==> config.mk <==
export PLATFORM = sky130hd
export DESIGN_NAME = psm_pin_mux
export DESIGN_NICKNAME = d
export VERILOG_FILES = /design/src/logic/psm_pkg.sv /design/src/logic/psm_pin_mux.sv
export SDC_FILE = /design/constraint.sdc
export NUM_CORES = 1
export LEC_CHECK = 0
export BUFFER_PORTS_ARGS = -buffer_cell sky130_fd_sc_hd__clkbuf_2
export CAP_MARGIN = 20
export CORE_MARGIN = 2
export CORE_UTILIZATION = 45
export CTS_CLUSTER_DIAMETER = 30
export DETAILED_ROUTE_END_ITERATION = 8
export PLACE_DENSITY = 0.83
export SLEW_MARGIN = 10
export SYNTH_ARGS = -nofsm -noshare
export SYNTH_HDL_FRONTEND = slang
export SYNTH_SLANG_ARGS = --single-unit
==> constraint.sdc <==
create_clock -name I_CORE_CLK -period 3.3 [get_ports I_CORE_CLK]
set_clock_uncertainty 0.15 [all_clocks]
set_input_delay 0.495 -clock I_CORE_CLK [delete_from_list [all_inputs] [get_ports I_CORE_CLK]]
set_output_delay 0.495 -clock I_CORE_CLK [all_outputs]
set_load 0.05 [all_outputs]
==> src/logic/psm_pkg.sv <==
// constants, register map and carrier types for the pin state and function mux
package psm_pkg;

   // ********************************************************************
   // register map (byte addresses, one 32-bit word each)
   // ********************************************************************
   localparam int WB_AW = 8;
   localparam logic [7:0] OFF_TIMER_CTRL = 8'h00;
   localparam logic [7:0] OFF_DMA_MODE = 8'h04;
   localparam logic [7:0] OFF_ASYNC1_CTRL_A = 8'h08;
   localparam logic [7:0] OFF_ASYNC1_STATUS = 8'h0c;
   localparam logic [7:0] OFF_POWER_CTRL = 8'h10;
   localparam logic [7:0] OFF_PIN_STATUS = 8'h14;
   localparam logic [7:0] REG_RESET = 8'h00;
   localparam logic [23:0] RD_PAD = 24'h000000;
   localparam logic [31:0] RD_NONE = 32'h00000000;

   // ********************************************************************
   // field positions
   // ********************************************************************
   localparam int TCR_TIMER_CHAN1_OUTPUT_A = 2;
   localparam int TCR_TIMER_CHAN1_OUTPUT_B = 3;
   localparam int DMA_MODE_REG_DMA_REQUEST_0_A = 3;
   localparam int DMA_MODE_REG_DMA_REQUEST_0_B = 5;
   localparam int ASYNC1_CONTROL_A_DMA_TRANSFER_END_0 = 4;
   localparam int ASYNC1_STATUS_REG_CLEAR_TO_SEND_1 = 2;
   localparam int PWR_DOUBLER = 0;
   localparam int PWR_MODE_LSB = 1;
   localparam int PWR_MODE_MSB = 2;
   localparam int A18_BIT = 18;

   localparam logic [19:0] ADDR_ALL_HIGH = 20'hfffff;
   localparam logic [19:0] ADDR_OE_NONE = 20'h00000;
   localparam logic [7:0] DATA_ZERO = 8'h00;

   // ********************************************************************
   // types
   // ********************************************************************
   typedef enum logic [1:0] {PM_RUN, PM_DOZE, PM_STOP, PM_STANDBY} psm_power_mode_type;
   typedef enum logic {BG_IDLE, BG_GRANTED} psm_grant_state_type;

   typedef struct packed {
      logic timer_chan1_output;
      logic dma_request_0;
      logic dma_transfer_end_0;
      logic clear_to_send_1;
   } psm_mux_sel_type;

   typedef struct packed {
      logic [19:0] addr;
      logic [19:0] addr_oe;
      logic [7:0] data;
      logic data_oe;
   } psm_bus_pins_type;

   typedef struct packed {
      logic st;
      logic halt_n;
      logic async_transmit_0;
      logic async_transmit_1;
      logic request_to_send_0_n;
      logic dma_transfer_end_1_n;
      logic async_clock_0;
      logic async_clock_0_oe;
      logic async_clock_1;
      logic async_clock_1_oe;
      logic dma_request_0_n;
      logic async_clock_0_in;
      logic async_clock_1_in;
      logic clear_to_send_1_n;
      logic sync_serial_receive;
      logic bus_grant_n;
      logic core_run;
      logic periph_run;
      logic osc_en;
      logic clk_en;
      logic clk_double;
      logic nmi_allow;
   } psm_ctl_out_type;

   localparam psm_bus_pins_type BUS_RESET = '{addr: ADDR_ALL_HIGH, addr_oe: ADDR_OE_NONE,
                                               data: DATA_ZERO, data_oe: 1'b0};
   localparam psm_ctl_out_type CTL_RESET = '{st: 1'b1, halt_n: 1'b1, async_transmit_0: 1'b1, async_transmit_1: 1'b1,
      request_to_send_0_n: 1'b1, dma_transfer_end_1_n: 1'b1, async_clock_0: 1'b1, async_clock_0_oe: 1'b0, async_clock_1: 1'b1, async_clock_1_oe: 1'b0,
      dma_request_0_n: 1'b1, async_clock_0_in: 1'b1, async_clock_1_in: 1'b1, clear_to_send_1_n: 1'b1, sync_serial_receive: 1'b1,
      bus_grant_n: 1'b1, core_run: 1'b0, periph_run: 1'b0, osc_en: 1'b1, clk_en: 1'b1,
      clk_double: 1'b0, nmi_allow: 1'b0};

endpackage : psm_pkg

==> src/logic/psm_pin_mux.sv <==
// pin state control and shared-pin function selection with a wishbone register slave
//
// The register offsets and register access over Wishbone were left to the implementer.
`timescale 1ns/10ps
`default_nettype none

// What this block does
// - doubler bit selects internal clock at twice the external clock
// - doze stops the core while peripherals keep running
// - full stop halts core and all peripherals
// - standby stops the oscillator and gates the internal clock
// - address 18 pin carries timer channel 1 output when either timer bit selects
// - async clock 0 pin becomes dma request 0 input when dma mode bits select
// - async clock 1 pin becomes dma transfer end 0 output when its bit selects
// - sync serial receive pin becomes clear to send 1 when status bit selects
// - address floats in reset and bus grant, driven high in doze, except a18 while it carries the timer output
// - data bus floats in reset, bus grant and doze
// - cycle status output high in reset, bus grant and doze
// - halt indicator high in reset and grant, low in doze
// - async transmit outputs high in reset, normal in grant and doze
// - request to send 0 high in reset and doze, normal in grant
// - dma transfer end 1 high in reset and doze, normal in grant
// - async clock 0 pin floats in reset and while it carries dma request 0, bidirectional otherwise
// - after reset the address 18 pin carries the address line
// - bus request honoured at machine cycle end, ahead of nonmaskable interrupt
// - bus grant asserts together with address and data floating and cycle status and halt driven high
module psm_pin_mux (
   input wire logic I_CORE_CLK,
   input wire logic I_RESET_N,
   input wire logic I_WB_CYC,
   input wire logic I_WB_STB,
   input wire logic I_WB_WE,
   input wire logic [7:0] I_WB_ADR,
   input wire logic [31:0] I_WB_DAT,
   input wire logic [3:0] I_WB_SEL,
   output logic [31:0] O_WB_DAT,
   output logic O_WB_ACK,
   input wire logic [19:0] I_ADDR,
   input wire logic I_ADDR_OE,
   input wire logic [7:0] I_DATA_OUT,
   input wire logic I_DATA_OE,
   input wire logic [7:0] I_DATA_PIN,
   input wire logic I_CYCLE_STATUS,
   input wire logic I_HALT_N,
   input wire logic I_MCYCLE_END,
   input wire logic I_BUS_HOLD_REQUEST_N,
   input wire logic I_TIMER_CHAN1_OUTPUT,
   input wire logic I_ASYNC_TRANSMIT_0,
   input wire logic I_ASYNC_TRANSMIT_1,
   input wire logic I_REQUEST_TO_SEND_0_N,
   input wire logic I_DMA_TRANSFER_END_0_N,
   input wire logic I_DMA_TRANSFER_END_1_N,
   input wire logic I_ASYNC_CLOCK_0_OUT,
   input wire logic I_ASYNC_CLOCK_0_OE,
   input wire logic I_ASYNC_CLOCK_0_PIN,
   input wire logic I_ASYNC_CLOCK_1_OUT,
   input wire logic I_ASYNC_CLOCK_1_OE,
   input wire logic I_ASYNC_CLOCK_1_PIN,
   input wire logic I_SYNC_SERIAL_RECEIVE_PIN,
   output logic [19:0] O_ADDR,
   output logic [19:0] O_ADDR_OE,
   output logic [7:0] O_DATA,
   output logic O_DATA_OE,
   output logic [7:0] O_DATA_IN,
   output logic O_CYCLE_STATUS_OUT,
   output logic O_HALT_N,
   output logic O_ASYNC_TRANSMIT_0,
   output logic O_ASYNC_TRANSMIT_1,
   output logic O_REQUEST_TO_SEND_0_N,
   output logic O_DMA_TRANSFER_END_1_N,
   output logic O_ASYNC_CLOCK_0,
   output logic O_ASYNC_CLOCK_0_OE,
   output logic O_ASYNC_CLOCK_1,
   output logic O_ASYNC_CLOCK_1_OE,
   output logic O_DMA_REQUEST_0_N,
   output logic O_ASYNC_CLOCK_0_IN,
   output logic O_ASYNC_CLOCK_1_IN,
   output logic O_CLEAR_TO_SEND_1_N,
   output logic O_SYNC_SERIAL_RECEIVE,
   output logic O_BUS_GRANT_N,
   output logic O_CORE_RUN,
   output logic O_PERIPH_RUN,
   output logic O_OSC_EN,
   output logic O_CLK_EN,
   output logic O_CLK_DOUBLE,
   output logic O_NMI_ALLOW
);

   // ********************************************************************
   // register slave
   // ********************************************************************
   function automatic logic reg_hit(input logic [7:0] adr, input logic [7:0] off);
      reg_hit = (adr[7:2] == off[7:2]);
   endfunction : reg_hit

   logic wb_ack_q;
   logic [31:0] wb_dat_q;
   logic [7:0] timer_control_reg_q;
   logic [7:0] dma_mode_reg_q;
   logic [7:0] async1_control_a_q;
   logic [7:0] async1_status_reg_q;
   logic [7:0] power_ctrl_q;
   psm_pkg::psm_grant_state_type grant_state_q;
   psm_pkg::psm_grant_state_type grant_state_d;
   psm_pkg::psm_bus_pins_type bus_q;
   psm_pkg::psm_bus_pins_type bus_d;
   psm_pkg::psm_ctl_out_type ctl_q;
   psm_pkg::psm_ctl_out_type ctl_d;
   logic [7:0] data_in_q;

   wire wb_req = I_WB_CYC & I_WB_STB;
   wire wb_ack_d = wb_req & ~wb_ack_q;
   // a write lands on the edge where the master sees ack, never earlier
   wire wb_wr = wb_req & I_WB_WE & wb_ack_q & I_WB_SEL[0];
   wire wr_tcr = wb_wr & reg_hit(I_WB_ADR, psm_pkg::OFF_TIMER_CTRL);
   wire wr_dma_mode_reg = wb_wr & reg_hit(I_WB_ADR, psm_pkg::OFF_DMA_MODE);
   wire wr_async1_control_a = wb_wr & reg_hit(I_WB_ADR, psm_pkg::OFF_ASYNC1_CTRL_A);
   wire wr_async1_status_reg = wb_wr & reg_hit(I_WB_ADR, psm_pkg::OFF_ASYNC1_STATUS);
   wire wr_pwr = wb_wr & reg_hit(I_WB_ADR, psm_pkg::OFF_POWER_CTRL);

   // ********************************************************************
   // mode and mux decode
   // ********************************************************************
   wire psm_pkg::psm_power_mode_type power_mode =
      psm_pkg::psm_power_mode_type'(power_ctrl_q[psm_pkg::PWR_MODE_MSB:psm_pkg::PWR_MODE_LSB]);
   // stop and standby show the same pin states as doze
   wire sleep = (power_mode != psm_pkg::PM_RUN);
   wire grant = (grant_state_q == psm_pkg::BG_GRANTED);
   wire psm_pkg::psm_mux_sel_type mux_sel = '{
      timer_chan1_output: timer_control_reg_q[psm_pkg::TCR_TIMER_CHAN1_OUTPUT_A] | timer_control_reg_q[psm_pkg::TCR_TIMER_CHAN1_OUTPUT_B],
      dma_request_0: dma_mode_reg_q[psm_pkg::DMA_MODE_REG_DMA_REQUEST_0_A] | dma_mode_reg_q[psm_pkg::DMA_MODE_REG_DMA_REQUEST_0_B],
      dma_transfer_end_0: async1_control_a_q[psm_pkg::ASYNC1_CONTROL_A_DMA_TRANSFER_END_0],
      clear_to_send_1: async1_status_reg_q[psm_pkg::ASYNC1_STATUS_REG_CLEAR_TO_SEND_1]};
   wire [7:0] pin_status = {grant, sleep, power_ctrl_q[psm_pkg::PWR_MODE_MSB:psm_pkg::PWR_MODE_LSB],
                            mux_sel};

   wire [31:0] rd_d =
      reg_hit(I_WB_ADR, psm_pkg::OFF_TIMER_CTRL) ? {psm_pkg::RD_PAD, timer_control_reg_q} :
      reg_hit(I_WB_ADR, psm_pkg::OFF_DMA_MODE) ? {psm_pkg::RD_PAD, dma_mode_reg_q} :
      reg_hit(I_WB_ADR, psm_pkg::OFF_ASYNC1_CTRL_A) ? {psm_pkg::RD_PAD, async1_control_a_q} :
      reg_hit(I_WB_ADR, psm_pkg::OFF_ASYNC1_STATUS) ? {psm_pkg::RD_PAD, async1_status_reg_q} :
      reg_hit(I_WB_ADR, psm_pkg::OFF_POWER_CTRL) ? {psm_pkg::RD_PAD, power_ctrl_q} :
      reg_hit(I_WB_ADR, psm_pkg::OFF_PIN_STATUS) ? {psm_pkg::RD_PAD, pin_status} :
      psm_pkg::RD_NONE;

   always_ff @(posedge I_CORE_CLK) begin
      if (!I_RESET_N) begin
         wb_ack_q <= 1'b0;
         wb_dat_q <= psm_pkg::RD_NONE;
         timer_control_reg_q <= psm_pkg::REG_RESET;
         dma_mode_reg_q <= psm_pkg::REG_RESET;
         async1_control_a_q <= psm_pkg::REG_RESET;
         async1_status_reg_q <= psm_pkg::REG_RESET;
         power_ctrl_q <= psm_pkg::REG_RESET;
      end else begin
         wb_ack_q <= wb_ack_d;
         if (wb_ack_d) begin
            wb_dat_q <= rd_d;
         end
         if (wr_tcr) begin
            timer_control_reg_q <= I_WB_DAT[7:0];
         end
         if (wr_dma_mode_reg) begin
            dma_mode_reg_q <= I_WB_DAT[7:0];
         end
         if (wr_async1_control_a) begin
            async1_control_a_q <= I_WB_DAT[7:0];
         end
         if (wr_async1_status_reg) begin
            async1_status_reg_q <= I_WB_DAT[7:0];
         end
         if (wr_pwr) begin
            power_ctrl_q <= I_WB_DAT[7:0];
         end
      end
   end

   // ********************************************************************
   // bus hold arbitration
   // ********************************************************************
   always_comb begin
      grant_state_d = grant_state_q;
      case (grant_state_q)
         psm_pkg::BG_IDLE: begin
            if (!I_BUS_HOLD_REQUEST_N && I_MCYCLE_END) begin
               grant_state_d = psm_pkg::BG_GRANTED;
            end
         end
         psm_pkg::BG_GRANTED: begin
            // the master has let go of the buses before raising its request
            if (I_BUS_HOLD_REQUEST_N) begin
               grant_state_d = psm_pkg::BG_IDLE;
            end
         end
         default: begin
            grant_state_d = psm_pkg::BG_IDLE;
         end
      endcase
   end

   // ********************************************************************
   // pin state selection
   // ********************************************************************
   always_comb begin
      bus_d.addr = I_ADDR;
      bus_d.addr_oe = {20{I_ADDR_OE}};
      bus_d.data = I_DATA_OUT;
      bus_d.data_oe = I_DATA_OE;
      if (grant) begin
         bus_d.addr_oe = psm_pkg::ADDR_OE_NONE;
         bus_d.data_oe = 1'b0;
      end else if (sleep) begin
         bus_d.addr = psm_pkg::ADDR_ALL_HIGH;
         bus_d.addr_oe = psm_pkg::ADDR_ALL_HIGH;
         bus_d.data_oe = 1'b0;
      end
      // the timer output keeps driving through grant and sleep
      if (mux_sel.timer_chan1_output) begin
         bus_d.addr[psm_pkg::A18_BIT] = I_TIMER_CHAN1_OUTPUT;
         bus_d.addr_oe[psm_pkg::A18_BIT] = 1'b1;
      end
   end

   always_comb begin
      ctl_d.st = (grant | sleep) ? 1'b1 : I_CYCLE_STATUS;
      ctl_d.halt_n = grant ? 1'b1 : (sleep ? 1'b0 : I_HALT_N);
      ctl_d.async_transmit_0 = I_ASYNC_TRANSMIT_0;
      ctl_d.async_transmit_1 = I_ASYNC_TRANSMIT_1;
      ctl_d.request_to_send_0_n = sleep ? 1'b1 : I_REQUEST_TO_SEND_0_N;
      ctl_d.dma_transfer_end_1_n = sleep ? 1'b1 : I_DMA_TRANSFER_END_1_N;
      ctl_d.async_clock_0 = I_ASYNC_CLOCK_0_OUT;
      ctl_d.async_clock_0_oe = mux_sel.dma_request_0 ? 1'b0 : I_ASYNC_CLOCK_0_OE;
      ctl_d.dma_request_0_n = mux_sel.dma_request_0 ? I_ASYNC_CLOCK_0_PIN : 1'b1;
      ctl_d.async_clock_0_in = mux_sel.dma_request_0 ? 1'b1 : I_ASYNC_CLOCK_0_PIN;
      if (mux_sel.dma_transfer_end_0) begin
         ctl_d.async_clock_1 = (grant | sleep) ? 1'b1 : I_DMA_TRANSFER_END_0_N;
         ctl_d.async_clock_1_oe = 1'b1;
         ctl_d.async_clock_1_in = 1'b1;
      end else begin
         ctl_d.async_clock_1 = I_ASYNC_CLOCK_1_OUT;
         ctl_d.async_clock_1_oe = I_ASYNC_CLOCK_1_OE;
         ctl_d.async_clock_1_in = I_ASYNC_CLOCK_1_PIN;
      end
      ctl_d.clear_to_send_1_n = mux_sel.clear_to_send_1 ? I_SYNC_SERIAL_RECEIVE_PIN : 1'b1;
      ctl_d.sync_serial_receive = I_SYNC_SERIAL_RECEIVE_PIN;
      ctl_d.bus_grant_n = ~grant;
      ctl_d.core_run = (power_mode == psm_pkg::PM_RUN) & ~grant;
      ctl_d.periph_run = (power_mode == psm_pkg::PM_RUN) | (power_mode == psm_pkg::PM_DOZE);
      ctl_d.osc_en = (power_mode != psm_pkg::PM_STANDBY);
      ctl_d.clk_en = (power_mode != psm_pkg::PM_STANDBY);
      ctl_d.clk_double = power_ctrl_q[psm_pkg::PWR_DOUBLER];
      // a pending or granted bus hold outranks the nonmaskable interrupt
      ctl_d.nmi_allow = I_BUS_HOLD_REQUEST_N & ~grant;
   end

   always_ff @(posedge I_CORE_CLK) begin
      if (!I_RESET_N) begin
         grant_state_q <= psm_pkg::BG_IDLE;
         bus_q <= psm_pkg::BUS_RESET;
         ctl_q <= psm_pkg::CTL_RESET;
         data_in_q <= psm_pkg::DATA_ZERO;
      end else begin
         grant_state_q <= grant_state_d;
         bus_q <= bus_d;
         ctl_q <= ctl_d;
         data_in_q <= I_DATA_PIN;
      end
   end

   // ********************************************************************
   // outputs
   // ********************************************************************
   assign O_WB_ACK = wb_ack_q;
   assign O_WB_DAT = wb_dat_q;
   assign O_ADDR = bus_q.addr;
   assign O_ADDR_OE = bus_q.addr_oe;
   assign O_DATA = bus_q.data;
   assign O_DATA_OE = bus_q.data_oe;
   assign O_DATA_IN = data_in_q;
   assign O_CYCLE_STATUS_OUT = ctl_q.st;
   assign O_HALT_N = ctl_q.halt_n;
   assign O_ASYNC_TRANSMIT_0 = ctl_q.async_transmit_0;
   assign O_ASYNC_TRANSMIT_1 = ctl_q.async_transmit_1;
   assign O_REQUEST_TO_SEND_0_N = ctl_q.request_to_send_0_n;
   assign O_DMA_TRANSFER_END_1_N = ctl_q.dma_transfer_end_1_n;
   assign O_ASYNC_CLOCK_0 = ctl_q.async_clock_0;
   assign O_ASYNC_CLOCK_0_OE = ctl_q.async_clock_0_oe;
   assign O_ASYNC_CLOCK_1 = ctl_q.async_clock_1;
   assign O_ASYNC_CLOCK_1_OE = ctl_q.async_clock_1_oe;
   assign O_DMA_REQUEST_0_N = ctl_q.dma_request_0_n;
   assign O_ASYNC_CLOCK_0_IN = ctl_q.async_clock_0_in;
   assign O_ASYNC_CLOCK_1_IN = ctl_q.async_clock_1_in;
   assign O_CLEAR_TO_SEND_1_N = ctl_q.clear_to_send_1_n;
   assign O_SYNC_SERIAL_RECEIVE = ctl_q.sync_serial_receive;
   assign O_BUS_GRANT_N = ctl_q.bus_grant_n;
   assign O_CORE_RUN = ctl_q.core_run;
   assign O_PERIPH_RUN = ctl_q.periph_run;
   assign O_OSC_EN = ctl_q.osc_en;
   assign O_CLK_EN = ctl_q.clk_en;
   assign O_CLK_DOUBLE = ctl_q.clk_double;
   assign O_NMI_ALLOW = ctl_q.nmi_allow;
endmodule : psm_pin_mux

`default_nettype wire

**Word level (Yosys, flattened, before mapping)**

Index checks and enable logic that the tools add are counted.

- Bitwise gates (word level): 19
- Eq/ne operators: 7
- Add/subtract/negate cells: 0
- $mul: 0
- Divide/modulo/power cells: 0
- Reductions and logical operators: 13
- Order comparisons: 0
- Multiplexer cells: 17
- Shifts and indexed selects: 0

Operators with widths:

| kind | number |
|---|---|
| 2-to-1 mux 8 bit | 6 |
| 2-to-1 mux 40 bit | 1 |
| 2-to-1 mux 20 bit | 1 |
| 2-to-1 mux 19 bit | 1 |
| AND 1 bit | 12 |
| equality test 6 x 2 -> 1 bit, second input constant | 2 |
| equality test 6 x 3 -> 1 bit, second input constant | 2 |
| OR reduction 2 bit | 5 |
| equality test 6 x 1 -> 1 bit, second input constant | 1 |
| logical NOT 6 bit | 1 |
| 2-to-1 mux 1 bit | 6 |
| OR 1 bit | 4 |
| AND reduction 2 bit | 2 |
| inverter 1 bit | 3 |
| OR reduction 3 bit | 1 |
| equality test 2 x 1 -> 1 bit, second input constant | 1 |
| logical NOT 2 bit | 1 |
| 2-to-1 mux 2 bit | 1 |
| != test 2 bit, second input constant | 1 |
| case mux 1 bit (2 select lines) | 1 |
| nonzero test 2 bit | 1 |
| logical AND 1 bit | 1 |
| logical NOT 1 bit | 1 |

- Register bits after elaboration: 152
- Latch bits: 0
- Bits in writable memories: 0
- Output and inout port bits: 112
- Memories: 0
- ROM bits: 0
- Word-level logic and storage cells: 91
- Input bits: 104

**Longest topological paths before layout**

- Depth after elaboration: 7
- Gate-level depth with buffers: 6
- Gate-level depth less buffers: 6

**Worst setup path after synthesis**

Ideal clock, no wire load.

- Kind: register to register
- From: register wb_ack_q (netlist: O_WB_ACK)
- To: register async1_status_reg_q[5]
- Arrival: 1.698 ns
- Path slack: 1.323 ns
- Period minus slack after synthesis: 1.977 ns
- Path buffers: 2
- Data required time: 3.021 ns
- Stages on the path, launching flop included: 7
- Library setup time: 0.129 ns
- Cells stage by stage: dfxtp_1 and4_1 clkbuf_1 nand4_1 clkbuf_1 nand3_1 o21ai_0

- Longest elaborated chain between the ends: 3

RTL lines:

| element | line | text |
|---|---|---|
| start: declaration | psm_pin_mux.sv:96 | `logic wb_ack_q;` |
| start signal: assignment | psm_pin_mux.sv:156 | `wb_ack_q <= wb_ack_d;` |
| AND 1 bit (2 in series) | psm_pin_mux.sv:114 | `wire wb_wr = wb_req & I_WB_WE & wb_ack_q & I_WB_SEL[0];` |
| AND 1 bit | psm_pin_mux.sv:118 | `wire wr_async1_status_reg = wb_wr & reg_hit(I_WB_ADR, psm_pkg::OFF_ASYNC1_STATUS);` |
| end signal: assignment | psm_pin_mux.sv:153 | `async1_status_reg_q <= psm_pkg::REG_RESET;` |
| end signal: assignment | psm_pin_mux.sv:170 | `async1_status_reg_q <= I_WB_DAT[7:0];` |
| end: declaration | psm_pin_mux.sv:101 | `logic [7:0] async1_status_reg_q;` |

Every way passes these cells.
A chain may end at the register's enable or synchronous reset.

**Final worst setup path**

- From: input port I_WB_ADR[4]
- To: register timer_control_reg_q[0]

- Longest elaborated chain between the ends: 2

RTL lines:

| element | line | text |
|---|---|---|
| start: declaration | psm_pin_mux.sv:33 | `input wire logic [7:0] I_WB_ADR,` |
| logical NOT 6 bit | psm_pin_mux.sv:93 | `reg_hit = (adr[7:2] == off[7:2]);` |
| AND 1 bit | psm_pin_mux.sv:115 | `wire wr_tcr = wb_wr & reg_hit(I_WB_ADR, psm_pkg::OFF_TIMER_CTRL);` |
| end signal: assignment | psm_pin_mux.sv:150 | `timer_control_reg_q <= psm_pkg::REG_RESET;` |
| end signal: assignment | psm_pin_mux.sv:161 | `timer_control_reg_q <= I_WB_DAT[7:0];` |
| end: declaration | psm_pin_mux.sv:98 | `logic [7:0] timer_control_reg_q;` |

Every way passes these cells.

==> key figures <==
Floorplan
  – Initial core utilization: 46.0%
  – Die Y: 101 um
  – Cell Rows: 35
  – IO Count: 216
  – Core Area: 0.00920 mm2
  – Die ar.: 0.0102 mm2
  – Die W: 101 um

Setup path
  – Max stage delay on crit path: 0.59 ns
  – R2r endpoint: power_ctrl_q[2]
  – CP Capture Type: register
  – CP Max Fanout: 15
  – R2r setup slk: 1.23 ns
  – Reg2Reg Depth: 4
  – Cell family with most CP delay: simple AND/OR/NAND/NOR gates
  – Setup CP Type: input pin to register
  – WP data arrival: 2.22 ns
  – CP Buf/Inv Count: 1
  – CP Data Required Time: 3.41 ns
  – Worst Setup Start Kind: input pin
  – FF-to-FF Start: O_WB_ACK
  – CP max stage cell: nor4_4
  – Cell Chain, Critical Path: clkbuf_2, nor4_4, nand4_2, mux2i_1, nor2_1
  – Number of cells on the critical path: 5

Finish
  – Ant. Diodes: 0
  – Share of layout cells above drive strength 1: 36.2%
  – Area Overhead vs Synth: 20.3%
  – Reg area: 0.00220 mm2
  – # fillers: 845
  – Nets: 676
  – Utilization after layout: 55.4%
  – Multi-input combinational cell area: 0.00169 mm2

Synthesis
  – Cell taking the most area after synthesis: dfxtp_1
  – Avg Cell Area, Syn: 9.73 um2
  – Complex-gate fraction of the synthesized area: 9.43%
  – Largest family of logic cells by synthesized area: simple AND/OR/NAND/NOR gates
  – Library cells used by synthesis: 46
  – Synth async-reset ratio: 0%
  – Synth Area in XOR/XNOR: 0%
  – Post-synth top flop: dfxtp_1
  – Mux share of post-synthesis cell area: 6.65%
  – Synth Area in Simple Gates: 21.7%
  – Gate Count Post-Synth: 435
  – Post-synthesis adder-cell area fraction: 0%
  – Ys Warns: 0
  – Post-synth EDFFs: 0
  – Post-synthesis sequential area ratio: 52.0%
  – Register bit total from synthesis: 110
  – Top post-synthesis cells by area: dfxtp_1 52%, buf_4 7.6%, mux2i_1 6.4%
  – Most frequent cell after synthesis: dfxtp_1
  – Post-synth top cells: 110 x dfxtp_1, 43 x buf_4, 41 x nor2_1
  – Yosys top cell area share: 52.0%
  – Cell Area, Synth: 0.00423 mm2

Clock network
  – Clock tree buffer depth: 2
  – Num CTS Buffers: 9
  – Cts hold-fix bufs: 0
  – CTS tree: done
  – Resize count post-CTS: 0
  – Clock latency on the worst-skew pair: 0.37 ns
  – Clock sink count: 110
  – Post-CTS Setup Inserts: 0
  – Clk root buf: clkbuf_8
  – H-tree depth: 3
  – Worst-path clk slew: 0.11 ns

Global routing
  – Pin count of the biggest net entering global routing: 35
  – Antenna violations before repair: 0
  – Vias in the first global route: 3229
  – GRT Total Usage: 20.1%
  – First-pass GRT wire length: 15.8 mm
  – Total gr overflow: 0

Place
  – GPL Wtd Cong: 0.917
  – IO Port Bufs: 162
  – Hpwl dp: 8.22 mm

STA
  – Max-slew headroom: 53.0%
  – Final-report hold violation count: 0
  – Final setup violation count: 0
  – Min cycle time layout: 2.11 ns
  – RSZ-0062 raised after global routing: false
  – Total negative slack: 0 ns
  – Period utilization: 63.9%
  – Actual slew at the worst max-slew pin: 0.704 ns
  – Max-slew violations: 0
  – Max Fclk: 0.474 GHz

Detailed routing
  – Detailed Route WL: 10.8 mm
  – # DRC: 0
  – Post-DRT Antenna Nets: 0
  – DR pass1 iterations: 5
  – WL/cell: 15.6 um
  – DR iter-0 viols: 174
  – Routed vias/inst: 5.09
  – Via count: 3503

Job
  – Max Cap Viol: 0

Hold path
  – Hold_sp: I_BUS_HOLD_REQUEST_N
  – Hold Path Stages: 2
  – Worst Hold End: grant
  – Hold WC Path Type: input pin to register

Status
  – Status: finished clean

Pwr
  – Leakage dissipation: 2.51 nW
  – Pwr/cell area: 516 mW/mm2
  – Peak supply drop: 0.297 mV
## power breakdown
group	total (W)	internal, W	switching, W	leakage, nW
Combinational	0.000455	0.000103	0.000352	1.50
Clock	0.000788	0.000299	0.000489	0.0999
Sequential	0.00138	0.00137	0.0000154	0.903
## per-layer routing
layer	share of wire [%]	up-vias	global-route usage, %
li1	-	1696	-
met1	39	1596	22.7
met2	49	183	34.8
met3	8.9	28	5.13
met4	3.4	0	10.4
met5	0	-	0
## kinds of logic (layout without fill, tap and decap cells)
kind of cell           count (synthesis)  in the layout
DFF                                  110            110
AOI/OAI and AO/OA                     62             62
and+or+nand+nor                      164            164
buffers and inverters                 70            189
other                                  1             24
muxes                                 28             28
## layout make-up
type | count | area share (%)
Multi-Input combinational cell | 278 | 33.2
Timing Repair Buffer | 166 | 16.5
Clock buffer | 9 | 2.43
Inverter | 7 | 0.516
Clock inverter | 7 | 1.40
Sequential cell | 110 | 43.2
Tap cell | 111 | 2.73
## worst max path at each step
stage               slack, ns     startpoint                endpoint
floorplan                1.32       O_WB_ACK  async1_status_reg_q[5]
global placement         0.99    I_WB_ADR[7]  async1_status_reg_q[6]
finish                   1.19    I_WB_ADR[4]  timer_control_reg_q[0]
detailed placement       0.90    I_WB_ADR[4]  timer_control_reg_q[0]
global route             1.07    I_WB_ADR[2]         power_ctrl_q[7]
CTS                      1.24  O_ADDR_OE[17]           O_ADDR_OE[11]
## worst register-to-register path, delay by kind of cell, from the launching register on
| family | cells | cell delay, ns |
|---|---|---|
| and+or+nand+nor | 3 | 1.29 |
| DFF | 1 | 0.37 |
| AOI/OAI and AO/OA | 1 | 0.12 |
## layout by cell type, fill, tap and decap left out, drive strengths merged, types with 2 or more instances in the layout
master	count
clkbuf	171
dfxtp	110
nor2	41
mux2i	27
o21ai	24
conb	24
nand3	20
and2	19
nand2	19
or2	19
inv	11
a21oi	9
nor2b	8
nand2b	8
o22ai	6
and3	6
or3	5
nand4	5
nand3b	4
buf	4
and4	3
a221oi	3
a2111oi	3
clkinv	3
nor3	3
a31oi	2
a221o	2
o221ai	2
o2bb2ai	2
o41ai	2
## state kept, by name (all words and copies together), names as in the netlist, 2 cells and up
| signal | count |
|---|---|
| dma_mode_reg_q | 8 |
| O_DATA | 8 |
| O_DATA_IN | 8 |
| O_ADDR | 20 |
| O_ADDR_OE | 2 |
| timer_control_reg_q | 8 |
| power_ctrl_q | 8 |
| O_WB_DAT | 8 |
| async1_status_reg_q | 8 |
| async1_control_a_q | 8 |
## metrics by stage
step / setup slack [ns] / power [W] / instances / instance area, um2 / hold slack, ns
floorplan: 1.32 / 0.00178 / 458 / 4320 / 0.255
global placement: 0.985 / 0.00186 / 672 / 4900 / 0.287
detailed placement: 0.895 / 0.00187 / 672 / 4900 / 0.297
CTS: 1.24 / 0.00264 / 688 / 5090 / 0.140
global route: 1.07 / 0.00271 / 688 / 5090 / 0.132
finish: 1.19 / 0.00263 / 688 / 5090 / 0.143
Note: power is estimated with default switching activity, not from simulation.
